**config.mk**
```make
export PLATFORM = sky130hd
export DESIGN_NAME = flash_protect_host
export DESIGN_NICKNAME = d
export VERILOG_FILES = /design/src/design/flash_host_pkg.sv /design/src/design/group_status_mem.sv /design/src/design/flash_protect_host.sv
export VERILOG_INCLUDE_DIRS = /design/src /design/src/design
export SDC_FILE = /design/constraint.sdc
export NUM_CORES = 1
export LEC_CHECK = 0
export BUFFER_PORTS_ARGS = -buffer_cell sky130_fd_sc_hd__buf_2
export CAP_MARGIN = 20
export CORE_ASPECT_RATIO = 0.75
export CORE_MARGIN = 4
export CORE_UTILIZATION = 50
export CTS_CLUSTER_DIAMETER = 40
export DETAILED_ROUTE_END_ITERATION = 7
export GPL_TIMING_DRIVEN = 0
export PLACE_DENSITY = 0.75
export SLEW_MARGIN = 20
export SYNTH_ARGS = -nofsm -noshare
export SYNTH_HDL_FRONTEND = slang
export SYNTH_SLANG_ARGS = --single-unit
```
**constraint.sdc**
```tcl
create_clock -name pclk -period 6.7 [get_ports pclk]
set_input_delay 1.005 -clock pclk [delete_from_list [all_inputs] [get_ports pclk]]
set_output_delay 1.005 -clock pclk [all_outputs]
set_load 0.02 [all_outputs]
```
**src/design/flash_host_defs.svh**
```systemverilog
/*
 * Register offsets, field positions, command words and timing figures for the
 * flash protection/identifier host controller.
 * Assumes a word-wide parallel flash on the far side and a 40 MHz pclk.
 */
`ifndef FLASH_HOST_DEFS_SVH
`define FLASH_HOST_DEFS_SVH

`define REG_CTRL      8'h00
`define REG_CFG       8'h04
`define REG_ADDR      8'h08
`define REG_WDATA     8'h0c
`define REG_RDATA     8'h10
`define REG_STATUS    8'h14
`define REG_MAPIDX    8'h18
`define REG_MAPDATA   8'h1c

`define CTRL_START    8
`define CFG_WP        0
`define CFG_TEMP      1
`define ST_ERR        2

`define CFG_RESET     2'h1

`define ITEM_GROUP    2'h2
`define ITEM_REGION   2'h3
`define LAST_GROUP    5'h1f

`define UNLOCK1_ADDR  22'h00_0555
`define UNLOCK2_ADDR  22'h00_02aa
`define DATA_UNLOCK1  16'h00aa
`define DATA_UNLOCK2  16'h0055
`define CMD_ID        16'h0090
`define CMD_ENTER     16'h0088
`define CMD_RESET     16'h00f0
`define CMD_EXIT2     16'h0000
`define CMD_PROTECT   16'h0060

`define CLK_NS        25
`define ACC_NS        100
`define WE_NS         50
`define RST_NS        500

`endif

```
**src/design/flash_host_pkg.sv**
```systemverilog
/*
 * Types shared by the flash protection host controller.
 * Assumes nothing beyond a SystemVerilog compiler.
 */
package flash_host_pkg;

	typedef enum logic [3:0] {
		OP_READ    = 4'b0000,
		OP_WRITE   = 4'b0001,
		OP_ID_HV   = 4'b0010,
		OP_ID_CMD  = 4'b0011,
		OP_SCAN    = 4'b0100,
		OP_PROTECT = 4'b0101,
		OP_UNPROT  = 4'b0110,
		OP_ENTER   = 4'b0111,
		OP_EXIT    = 4'b1000,
		OP_HWRST   = 4'b1001
	} op_t;

	typedef enum logic [2:0] {
		S_IDLE   = 3'b000,
		S_SETUP  = 3'b001,
		S_STROBE = 3'b010,
		S_HOLD   = 3'b011,
		S_STEP   = 3'b100,
		S_RST    = 3'b101
	} state_t;

endpackage : flash_host_pkg

```
**src/design/group_status_mem.sv**
```systemverilog
/*
 * Small memory holding the protection status byte read back per sector group.
 * Assumes one writer and one reader in the pclk domain; read data registered.
 */
`timescale 1ns/1ps

module group_status_mem #(
	parameter int WIDTH = 8,
	parameter int DEPTH = 32,
	parameter int AW    = 5
) (
	input  wire logic             pclk,
	input  wire logic             presetn,
	input  wire logic             wr_en,
	input  wire logic [AW-1:0]    wr_addr,
	input  wire logic [WIDTH-1:0] wr_data,
	input  wire logic [AW-1:0]    rd_addr,
	output logic      [WIDTH-1:0] rd_data_ff
);

	logic [WIDTH-1:0] mem_ff [DEPTH];

	// array carries no reset: contents are meaningless until a scan ran
	always_ff @(posedge pclk)
	begin
		if (wr_en)
			mem_ff[wr_addr] <= wr_data;
	end

	always_ff @(posedge pclk or negedge presetn)
	begin
		if (!presetn)
			rd_data_ff <= '0;
		else
			rd_data_ff <= mem_ff[rd_addr];
	end

endmodule : group_status_mem

```
**src/design/flash_protect_host.sv**
```systemverilog
/*
 * APB-controlled host that drives a word-wide flash through its pins for
 * identifier readout, group protection, temporary unprotect and the secured region.
 * Assumes board drivers turn id_hv_en / reset_hv_en into the elevated voltage
 * and a zero-wait flash data path sampled synchronously to pclk.
 */
`timescale 1ns/1ps
`include "flash_host_defs.svh"

module flash_protect_host #(
	parameter int ACC_NS = `ACC_NS,
	parameter int WE_NS  = `WE_NS,
	parameter int RST_NS = `RST_NS
) (
	input  wire logic        pclk,
	input  wire logic        presetn,
	input  wire logic        psel,
	input  wire logic        penable,
	input  wire logic        pwrite,
	input  wire logic [7:0]  paddr,
	input  wire logic [31:0] pwdata,
	output logic      [31:0] prdata,
	output logic             pready,
	output logic             pslverr,
	output logic      [21:0] flash_addr,
	output logic      [15:0] dq_out,
	output logic             dq_oe,
	input  wire logic [15:0] dq_in,
	output logic             ce_n,
	output logic             oe_n,
	output logic             we_n,
	output logic             flash_reset_n,
	output logic             reset_hv_en,
	output logic             id_hv_en,
	output logic             wp_n
);
	import flash_host_pkg::*;

	localparam int ACC_CYC = (ACC_NS + `CLK_NS - 1) / `CLK_NS;
	localparam int WE_CYC  = (WE_NS + `CLK_NS - 1) / `CLK_NS;
	localparam int RST_CYC = (RST_NS + `CLK_NS - 1) / `CLK_NS;

	state_t      state_ff;
	op_t         op_ff;
	logic [2:0]  step_ff;
	logic [4:0]  grp_ff;
	logic [7:0]  cnt_ff;
	logic [21:0] addr_reg_ff;
	logic [15:0] wdata_reg_ff;
	logic [15:0] rdata_ff;
	logic [4:0]  idx_ff;
	logic [7:0]  map_rd;
	logic        cfg_wp_n_ff, cfg_temp_ff, err_ff, region_ff, flock_ff, gprot_ff;
	logic        pready_ff, pslverr_ff;
	logic [31:0] prdata_ff;
	logic        p_wr, p_hv, p_last, busy, acc, commit, go, refuse;
	logic [21:0] p_addr;
	logic [15:0] p_data;
	logic [7:0]  strobe_last;

	function automatic logic [37:0] seq_word(input logic [2:0] s, input logic [15:0] c2,
		input logic [15:0] c3);
		unique case (s)
			3'd0:    seq_word = {`UNLOCK1_ADDR, `DATA_UNLOCK1};
			3'd1:    seq_word = {`UNLOCK2_ADDR, `DATA_UNLOCK2};
			3'd2:    seq_word = {`UNLOCK1_ADDR, c2};
			default: seq_word = {22'h00_0000, c3};
		endcase
	endfunction : seq_word

	function automatic logic [21:0] id_addr(input logic [1:0] item, input logic [6:0] sect);
		id_addr = {sect, 13'h0000, item};
	endfunction : id_addr

	function automatic logic [21:0] prot_addr(input logic [6:0] sect, input logic a6);
		prot_addr = {sect, 8'h00, a6, 4'h0, `ITEM_GROUP};
	endfunction : prot_addr

	assign busy        = (state_ff != S_IDLE);
	assign acc         = psel && penable && !pready_ff;
	assign commit      = psel && penable && pready_ff && pwrite && !pslverr_ff;
	assign go          = commit && paddr == `REG_CTRL && pwdata[`CTRL_START];
	// array access while the secured region is mapped is only allowed in the first sector
	assign refuse      = busy || pwdata[3:0] > OP_HWRST || (region_ff
		&& pwdata[3:0] <= OP_WRITE && addr_reg_ff[21:15] != 7'h00);
	assign strobe_last = p_wr ? 8'(WE_CYC - 1) : 8'(ACC_CYC - 1);

	always_comb
	begin
		p_wr   = 1'b0;
		p_hv   = 1'b0;
		p_last = 1'b1;
		p_addr = addr_reg_ff;
		p_data = wdata_reg_ff;
		unique case (op_ff)
			OP_READ: p_wr = 1'b0;
			OP_WRITE: p_wr = 1'b1;
			OP_ID_HV:
			begin
				p_addr = id_addr(addr_reg_ff[1:0], addr_reg_ff[21:15]);
				p_hv   = 1'b1;
			end
			OP_ID_CMD:
			begin
				p_last = (step_ff == 3'd4);
				p_wr   = (step_ff != 3'd3);
				{p_addr, p_data} = seq_word(step_ff, `CMD_ID, `CMD_RESET);
				if (step_ff == 3'd3)
					p_addr = id_addr(addr_reg_ff[1:0], addr_reg_ff[21:15]);
			end
			OP_SCAN:
			begin
				p_addr = id_addr(`ITEM_GROUP, {grp_ff, 2'b00});
				p_hv   = 1'b1;
			end
			OP_PROTECT:
			begin
				p_wr   = 1'b1;
				p_addr = prot_addr(addr_reg_ff[21:15], 1'b0);
				p_data = `CMD_PROTECT;
			end
			OP_UNPROT:
			begin
				p_wr   = (step_ff != 3'd0);
				p_hv   = (step_ff == 3'd0);
				p_data = `CMD_PROTECT;
				p_addr = (step_ff == 3'd0) ? id_addr(`ITEM_GROUP, {grp_ff, 2'b00}) :
					prot_addr({grp_ff, 2'b00}, step_ff == 3'd2);
			end
			OP_ENTER:
			begin
				p_wr   = 1'b1;
				p_last = (step_ff == 3'd2);
				{p_addr, p_data} = seq_word(step_ff, `CMD_ENTER, `CMD_EXIT2);
			end
			OP_EXIT:
			begin
				p_wr   = 1'b1;
				p_last = (step_ff == 3'd3);
				{p_addr, p_data} = seq_word(step_ff, `CMD_ID, `CMD_EXIT2);
			end
			OP_HWRST: p_wr = 1'b0;
			default: p_wr = 1'b0;
		endcase
	end

	always_ff @(posedge pclk or negedge presetn)
	begin
		if (!presetn)
		begin
			state_ff <= S_IDLE;
			op_ff    <= OP_READ;
			step_ff  <= 3'd0;
			grp_ff   <= 5'h00;
			cnt_ff   <= 8'h00;
		end
		else
		begin
			unique case (state_ff)
				S_IDLE:
				if (go && !refuse)
				begin
					op_ff    <= op_t'(pwdata[3:0]);
					step_ff  <= 3'd0;
					grp_ff   <= 5'h00;
					cnt_ff   <= 8'h00;
					state_ff <= (op_t'(pwdata[3:0]) == OP_HWRST) ? S_RST : S_SETUP;
				end
				S_SETUP:
				begin
					cnt_ff   <= 8'h00;
					state_ff <= S_STROBE;
				end
				S_STROBE:
				if (cnt_ff == strobe_last)
					state_ff <= S_HOLD;
				else
					cnt_ff <= cnt_ff + 8'h01;
				S_HOLD: state_ff <= S_STEP;
				S_STEP:
				begin
					state_ff <= S_SETUP;
					if (op_ff == OP_SCAN)
					begin
						if (grp_ff == `LAST_GROUP)
							state_ff <= S_IDLE;
						grp_ff <= grp_ff + 5'h01;
					end
					else if (op_ff == OP_UNPROT)
					begin
						// re-verify after each protect write; unprotect only once all read back set
						if (step_ff == 3'd0 && !rdata_ff[0])
							step_ff <= 3'd1;
						else if (step_ff == 3'd0 && grp_ff == `LAST_GROUP)
							step_ff <= 3'd2;
						else if (step_ff == 3'd0)
							grp_ff <= grp_ff + 5'h01;
						else if (step_ff == 3'd1)
							step_ff <= 3'd0;
						else
							state_ff <= S_IDLE;
					end
					else if (p_last)
						state_ff <= S_IDLE;
					else
						step_ff <= step_ff + 3'd1;
				end
				S_RST:
				if (cnt_ff == 8'(RST_CYC - 1))
					state_ff <= S_IDLE;
				else
					cnt_ff <= cnt_ff + 8'h01;
				default: state_ff <= S_IDLE;
			endcase
		end
	end

	// pins lag the state by one cycle, so oe/we low covers exactly the strobe count
	always_ff @(posedge pclk or negedge presetn)
	begin
		if (!presetn)
		begin
			flash_addr    <= 22'h00_0000;
			dq_out        <= 16'h0000;
			dq_oe         <= 1'b0;
			ce_n          <= 1'b1;
			oe_n          <= 1'b1;
			we_n          <= 1'b1;
			flash_reset_n <= 1'b1;
			id_hv_en      <= 1'b0;
			reset_hv_en   <= 1'b0;
			wp_n          <= 1'b1;
		end
		else
		begin
			if (state_ff == S_SETUP)
			begin
				flash_addr <= p_addr;
				dq_out     <= p_data;
			end
			ce_n          <= !(state_ff inside {S_SETUP, S_STROBE, S_HOLD});
			dq_oe         <= p_wr && (state_ff inside {S_SETUP, S_STROBE, S_HOLD});
			oe_n          <= !(state_ff == S_STROBE && !p_wr);
			we_n          <= !(state_ff == S_STROBE && p_wr);
			flash_reset_n <= (state_ff != S_RST);
			id_hv_en      <= busy && state_ff != S_RST && p_hv;
			reset_hv_en   <= cfg_temp_ff || (busy && op_ff inside {OP_PROTECT, OP_UNPROT});
			wp_n          <= cfg_wp_n_ff;
		end
	end

	always_ff @(posedge pclk or negedge presetn)
	begin
		if (!presetn)
		begin
			rdata_ff <= 16'h0000;
			flock_ff <= 1'b0;
			gprot_ff <= 1'b0;
		end
		else if (state_ff == S_HOLD && !p_wr)
		begin
			rdata_ff <= dq_in;
			if (p_addr[1:0] == `ITEM_REGION && op_ff inside {OP_ID_HV, OP_ID_CMD})
				flock_ff <= dq_in[7];
			if (p_addr[1:0] == `ITEM_GROUP && op_ff != OP_READ)
				gprot_ff <= dq_in[0];
		end
	end

	always_ff @(posedge pclk or negedge presetn)
	begin
		if (!presetn)
			region_ff <= 1'b0;
		else if (state_ff == S_STEP && p_last && op_ff == OP_ENTER)
			region_ff <= 1'b1;
		else if ((state_ff == S_STEP && p_last && op_ff == OP_EXIT) || state_ff == S_RST)
			region_ff <= 1'b0;
	end

	group_status_mem #(.WIDTH(8), .DEPTH(32), .AW(5)) u_map (
		.pclk       (pclk),
		.presetn    (presetn),
		.wr_en      (state_ff == S_HOLD && op_ff == OP_SCAN),
		.wr_addr    (grp_ff),
		.wr_data    (dq_in[7:0]),
		.rd_addr    (idx_ff),
		.rd_data_ff (map_rd)
	);

	always_ff @(posedge pclk or negedge presetn)
	begin
		if (!presetn)
		begin
			cfg_wp_n_ff  <= 1'(`CFG_RESET);
			cfg_temp_ff  <= 1'b0;
			addr_reg_ff  <= 22'h00_0000;
			wdata_reg_ff <= 16'h0000;
			idx_ff       <= 5'h00;
		end
		else if (commit)
		begin
			unique case (paddr)
				`REG_CFG:    {cfg_temp_ff, cfg_wp_n_ff} <= pwdata[`CFG_TEMP:`CFG_WP];
				`REG_ADDR:   addr_reg_ff <= pwdata[21:0];
				`REG_WDATA:  wdata_reg_ff <= pwdata[15:0];
				`REG_MAPIDX: idx_ff <= pwdata[4:0];
				default:     idx_ff <= idx_ff;
			endcase
		end
	end

	// a refused start sets the flag even while software clears it
	always_ff @(posedge pclk or negedge presetn)
	begin
		if (!presetn)
			err_ff <= 1'b0;
		else if (go && refuse)
			err_ff <= 1'b1;
		else if (commit && paddr == `REG_STATUS && pwdata[`ST_ERR])
			err_ff <= 1'b0;
	end

	// one wait state: answer registered on the first access cycle
	always_ff @(posedge pclk or negedge presetn)
	begin
		if (!presetn)
		begin
			pready_ff  <= 1'b0;
			pslverr_ff <= 1'b0;
			prdata_ff  <= 32'h0000_0000;
		end
		else
		begin
			pready_ff  <= acc;
			pslverr_ff <= acc && !(paddr inside {`REG_CTRL, `REG_CFG, `REG_ADDR, `REG_WDATA,
				`REG_RDATA, `REG_STATUS, `REG_MAPIDX, `REG_MAPDATA});
			prdata_ff  <= 32'h0000_0000;
			if (acc && !pwrite)
			begin
				unique case (paddr)
					`REG_CTRL:    prdata_ff <= {28'h000_0000, op_ff};
					`REG_CFG:     prdata_ff <= {30'h0000_0000, cfg_temp_ff, cfg_wp_n_ff};
					`REG_ADDR:    prdata_ff <= {10'h000, addr_reg_ff};
					`REG_WDATA:   prdata_ff <= {16'h0000, wdata_reg_ff};
					`REG_RDATA:   prdata_ff <= {16'h0000, rdata_ff};
					`REG_STATUS:  prdata_ff <= {27'h000_0000, gprot_ff, flock_ff, err_ff,
						region_ff, busy};
					`REG_MAPIDX:  prdata_ff <= {27'h000_0000, idx_ff};
					`REG_MAPDATA: prdata_ff <= {24'h00_0000, map_rd};
					default:      prdata_ff <= 32'h0000_0000;
				endcase
			end
		end
	end

	assign pready  = pready_ff;
	assign pslverr = pslverr_ff;
	assign prdata  = prdata_ff;
endmodule : flash_protect_host

```
==> results.toml <==
[outcome]
outcome = "finished clean"

[routing]
num_vias = 10990
wl_per_cell_um = 24.23
dr.pass1.iters = 6
viasPerCell = 6.092
drc = 0
drt_iter0_drc = 1318
ant_nets = 0
wirelength_mm = 43.71

[critical_path]
arrival_ns = 4.27
start_kind = "input pin"
crit_path_end_kind = "flop"
critPathMaxFanout = 10
slowest_stage = "nor3_1"
worstReg2RegEnd = "gprot_ff"
crit_buf_inv = 2
cp_cell_sequence = "buf_2, or2_2, nor4_2, nand2_1, nor3_1, clkbuf_1, a22oi_1, a21oi_1"
slowest_delay_ns = 0.85
worstReg2RegStart = "step_ff[0]"
worstRegToRegCells = 7
critPathTopFamily = "simple AND/OR/NAND/NOR gates"
reg2reg_slack_ns = 2.97
worstSetupPathType = "input pin to flop"
worstPathRequired_ns = 7.14

[synthesis]
synth_edf_count = 256
syn-instance-count = 1136
synth-seq-area-share = 0.6740
yosys.area_share.simple = 0.08654
muxShareOfSynthArea = 0.1541
synth-xor-area-share = 0.001993
synthArstFlopShare = 0.3934
ys.flop_type = "edfxtp_1"
ys_types = 70
syn_area_um2 = 17580
synth_top_family_by_area = "multiplexers"
yosysWarningCount = 0
synth_compound_area_frac = 0.05423
synth_area_per_cell_um2 = 15.48
synthAdderAreaFrac = 0.008398
yosys_register_bits = 422

[grt]
grtUsageMet1 = 0.3366
grt_overflow = 0
busiest_layer = "met2"
antenna_found_initial = 0
use_met3 = 0.06880
grt_pass1_vias = 10840
grt_usage = 0.2283
grt_max_degree = 99
grt_pass1_wl_mm = 66.31
grtUsageMet2 = 0.3415

[power_and_ir_drop]
switchingPower_uw = 1805
p_comb_frac = 0.150
power_density_nw_per_um2 = 314.6
intPower_uw = 4571
ir_worst_vdd_mv = 0.2969
power_frac_clock = 0.374
p_sw_frac = 0.2831
p_leak_uw = 0.007679
seqPwrFrac = 0.476

[place]
placed_area_um2 = 18850
gp_congestion = 0.9256
hpwl_mm = 29.86
io_buffers = 119
dp.cells = 1723

[run]
max_cap_violations = 0

[cells_and_area]
nets = 1385
instances_no_fill = 1804
drive_gt1_frac = 0.2858
final_util = 0.5842
antenna_cells = 0
syn_to_final_growth_pct = 15.29
fillers = 2630
final_cell_area_um2 = 20270

[die]
start_util = 0.5067
die_w_um = 224.5
rows = 59
io-pin-count = 141
dieArea_um2 = 38260
die_h_um = 170.4
coreArea_um2 = 34700

[timing]
final_hold_viol_count = 0
final_max_slew_viol_count = 0
fin_crit_ns = 3.826
relSlewSlack = 0.3038
fin_crit_sh = 0.5710
rsz0062_at_grt = "no"
setup_tns_ns = 0
worst_slew_pin_slew_ns = 1.036
finalClockSkew_ns = 0.02188
setup_viol = 0
max_freq_ghz = 0.2614

[min_path]
hold_path.class = "input pin to asynchronous set/reset pin"

[clocking]
cts_sinks = 422
cts_buffers = 44
cts-root-buf = "clkbuf_16"
postCtsSetupRepairBufs = 0
cts.htree.levels = 2
cts_tree = "yes"
cts_resized = 0
clkLatencyLatePin_ns = 0.57
clk_pin_slew_worst_paths_ns = 0.06
cts_buffer_depth = 3
holdBufCountCts = 0
==> Yosys cell counts, drive strengths merged, types with 4 or more instances <==
| cell type | count | area [um^2] |
|---|---|---|
| clkbuf | 39 | 147.6 |
| inv | 10 | 37.54 |
| nand2 | 94 | 352.8 |
| a31oi | 8 | 50.05 |
| mux2i | 4 | 40.04 |
| ha | 11 | 137.6 |
| dfstp | 6 | 157.7 |
| and3 | 8 | 50.05 |
| a222oi | 9 | 90.09 |
| and2 | 11 | 68.82 |
| dfrtp | 160 | 4004 |
| mux4 | 81 | 1824 |
| nand2b | 9 | 56.30 |
| a221oi | 7 | 61.31 |
| o31ai | 9 | 67.56 |
| nor3 | 13 | 65.06 |
| or3 | 5 | 31.28 |
| edfxtp | 256 | 7687 |
| mux2 | 75 | 844.6 |
| nand3 | 32 | 160.2 |
| nor2 | 104 | 395.4 |
| buf | 28 | 176.4 |
| a22oi | 15 | 112.6 |
| or2 | 6 | 37.54 |
| o21ai | 32 | 160.2 |
| nor2b | 8 | 50.05 |
| nand3b | 6 | 45.04 |
| a21oi | 36 | 180.2 |
==> cells by family (layout without fill, tap and decap cells) <==
family          Yosys count  after routing
xor+xnor                  4              4
compound gates          143            143
mux                     160            160
flops                   422            422
buf+inv                  77            279
simple gates            317            317
other cells               1             10
fa+ha+maj                12             12
==> worst max path at each step <==
stage / start / slack, ns / end / cells past startpoint
6_report: paddr[1] / 2.87 / prdata[6] / 8
5_1_grt: paddr[1] / 2.74 / prdata[6] / 8
4_1_cts: paddr[1] / 3.02 / prdata[6] / 8
3_5_place_dp: paddr[1] / 2.42 / prdata[6] / 8
3_3_place_gp: presetn / 2.12 / wdata_reg_ff[11] / 1
2_1_floorplan: paddr[4] / 3.62 / step_ff[0] / 7
==> cells in the final DEF (no fill, tap or decap), types with 10 or more instances in the layout <==
cell type	netlist	final
edfxtp_1	256	256
dfrtp_1	160	160
buf_2	3	121
nor2_1	102	102
nand2_1	94	94
mux4_2	81	81
mux2_2	75	75
clkbuf_1	38	46
clkbuf_16	0	44
a21oi_1	36	36
nand3_1	32	32
o21ai_0	32	32
a22oi_1	15	15
nor3_1	13	13
and2_1	11	11
buf_1	11	11
ha_1	11	11
inv_1	10	10
buf_4	10	10
conb_1	1	10
==> metal layers <==
layer / wire length, um / vias up / share of wire
li1: - / 4692 / -
met1: 18310 / 5668 / 0.42
met2: 19990 / 554 / 0.46
met3: 4570 / 76 / 0.10
met4: 831 / 0 / 0.019
met5: 0 / - / 0
==> cell type report <==
class / count / area [um^2] / share of cell area
repair buffers: 122 / 675.6 / 0.03334
plain buffers: 67 / 324.1 / 0.01599
inverters: 10 / 37.54 / 0.001852
clock buffers: 52 / 1131 / 0.05581
well taps: 457 / 571.8 / 0.02821
flip-flops and latches: 422 / 11850 / 0.5846
multi-input cells: 646 / 5404 / 0.2666
clock inverters: 28 / 275.3 / 0.01358
==> state kept, by name, summed over array words and instances (netlist names), 3 cells and up <==
register and count:
dq_out 16, idx_ff 5, u_map.rd_data_ff 8, op_ff 4, u_map.mem_ff 256, state_ff 3, grp_ff 5, rdata_ff 16
flash_addr 22, addr_reg_ff 22, wdata_reg_ff 16, step_ff 3, prdata 22, cnt_ff 8
==> power by group through the flow <==
stage / Sequential, uW / Combinational (uW) / Clock (uW)
2_1_floorplan: 3120 / 528 / 0
3_3_place_gp: 3080 / 903 / 0
3_5_place_dp: 3080 / 935 / 0
4_1_cts: 3030 / 942 / 2410
5_1_grt: 3050 / 1050 / 2540
6_report: 3030 / 959 / 2380
==> stage by stage <==
stage	hold WS [ns]	total power, uW	setup WS, ns
5_1_grt	0.3548	6632	2.738
6_report	0.3792	6376	2.874
4_1_cts	0.3590	6382	3.016
3_5_place_dp	0.4064	4015	2.424
3_3_place_gp	0.4038	3979	2.116
2_1_floorplan	0.3586	3651	3.616
Power figures use the tool's default switching activity.
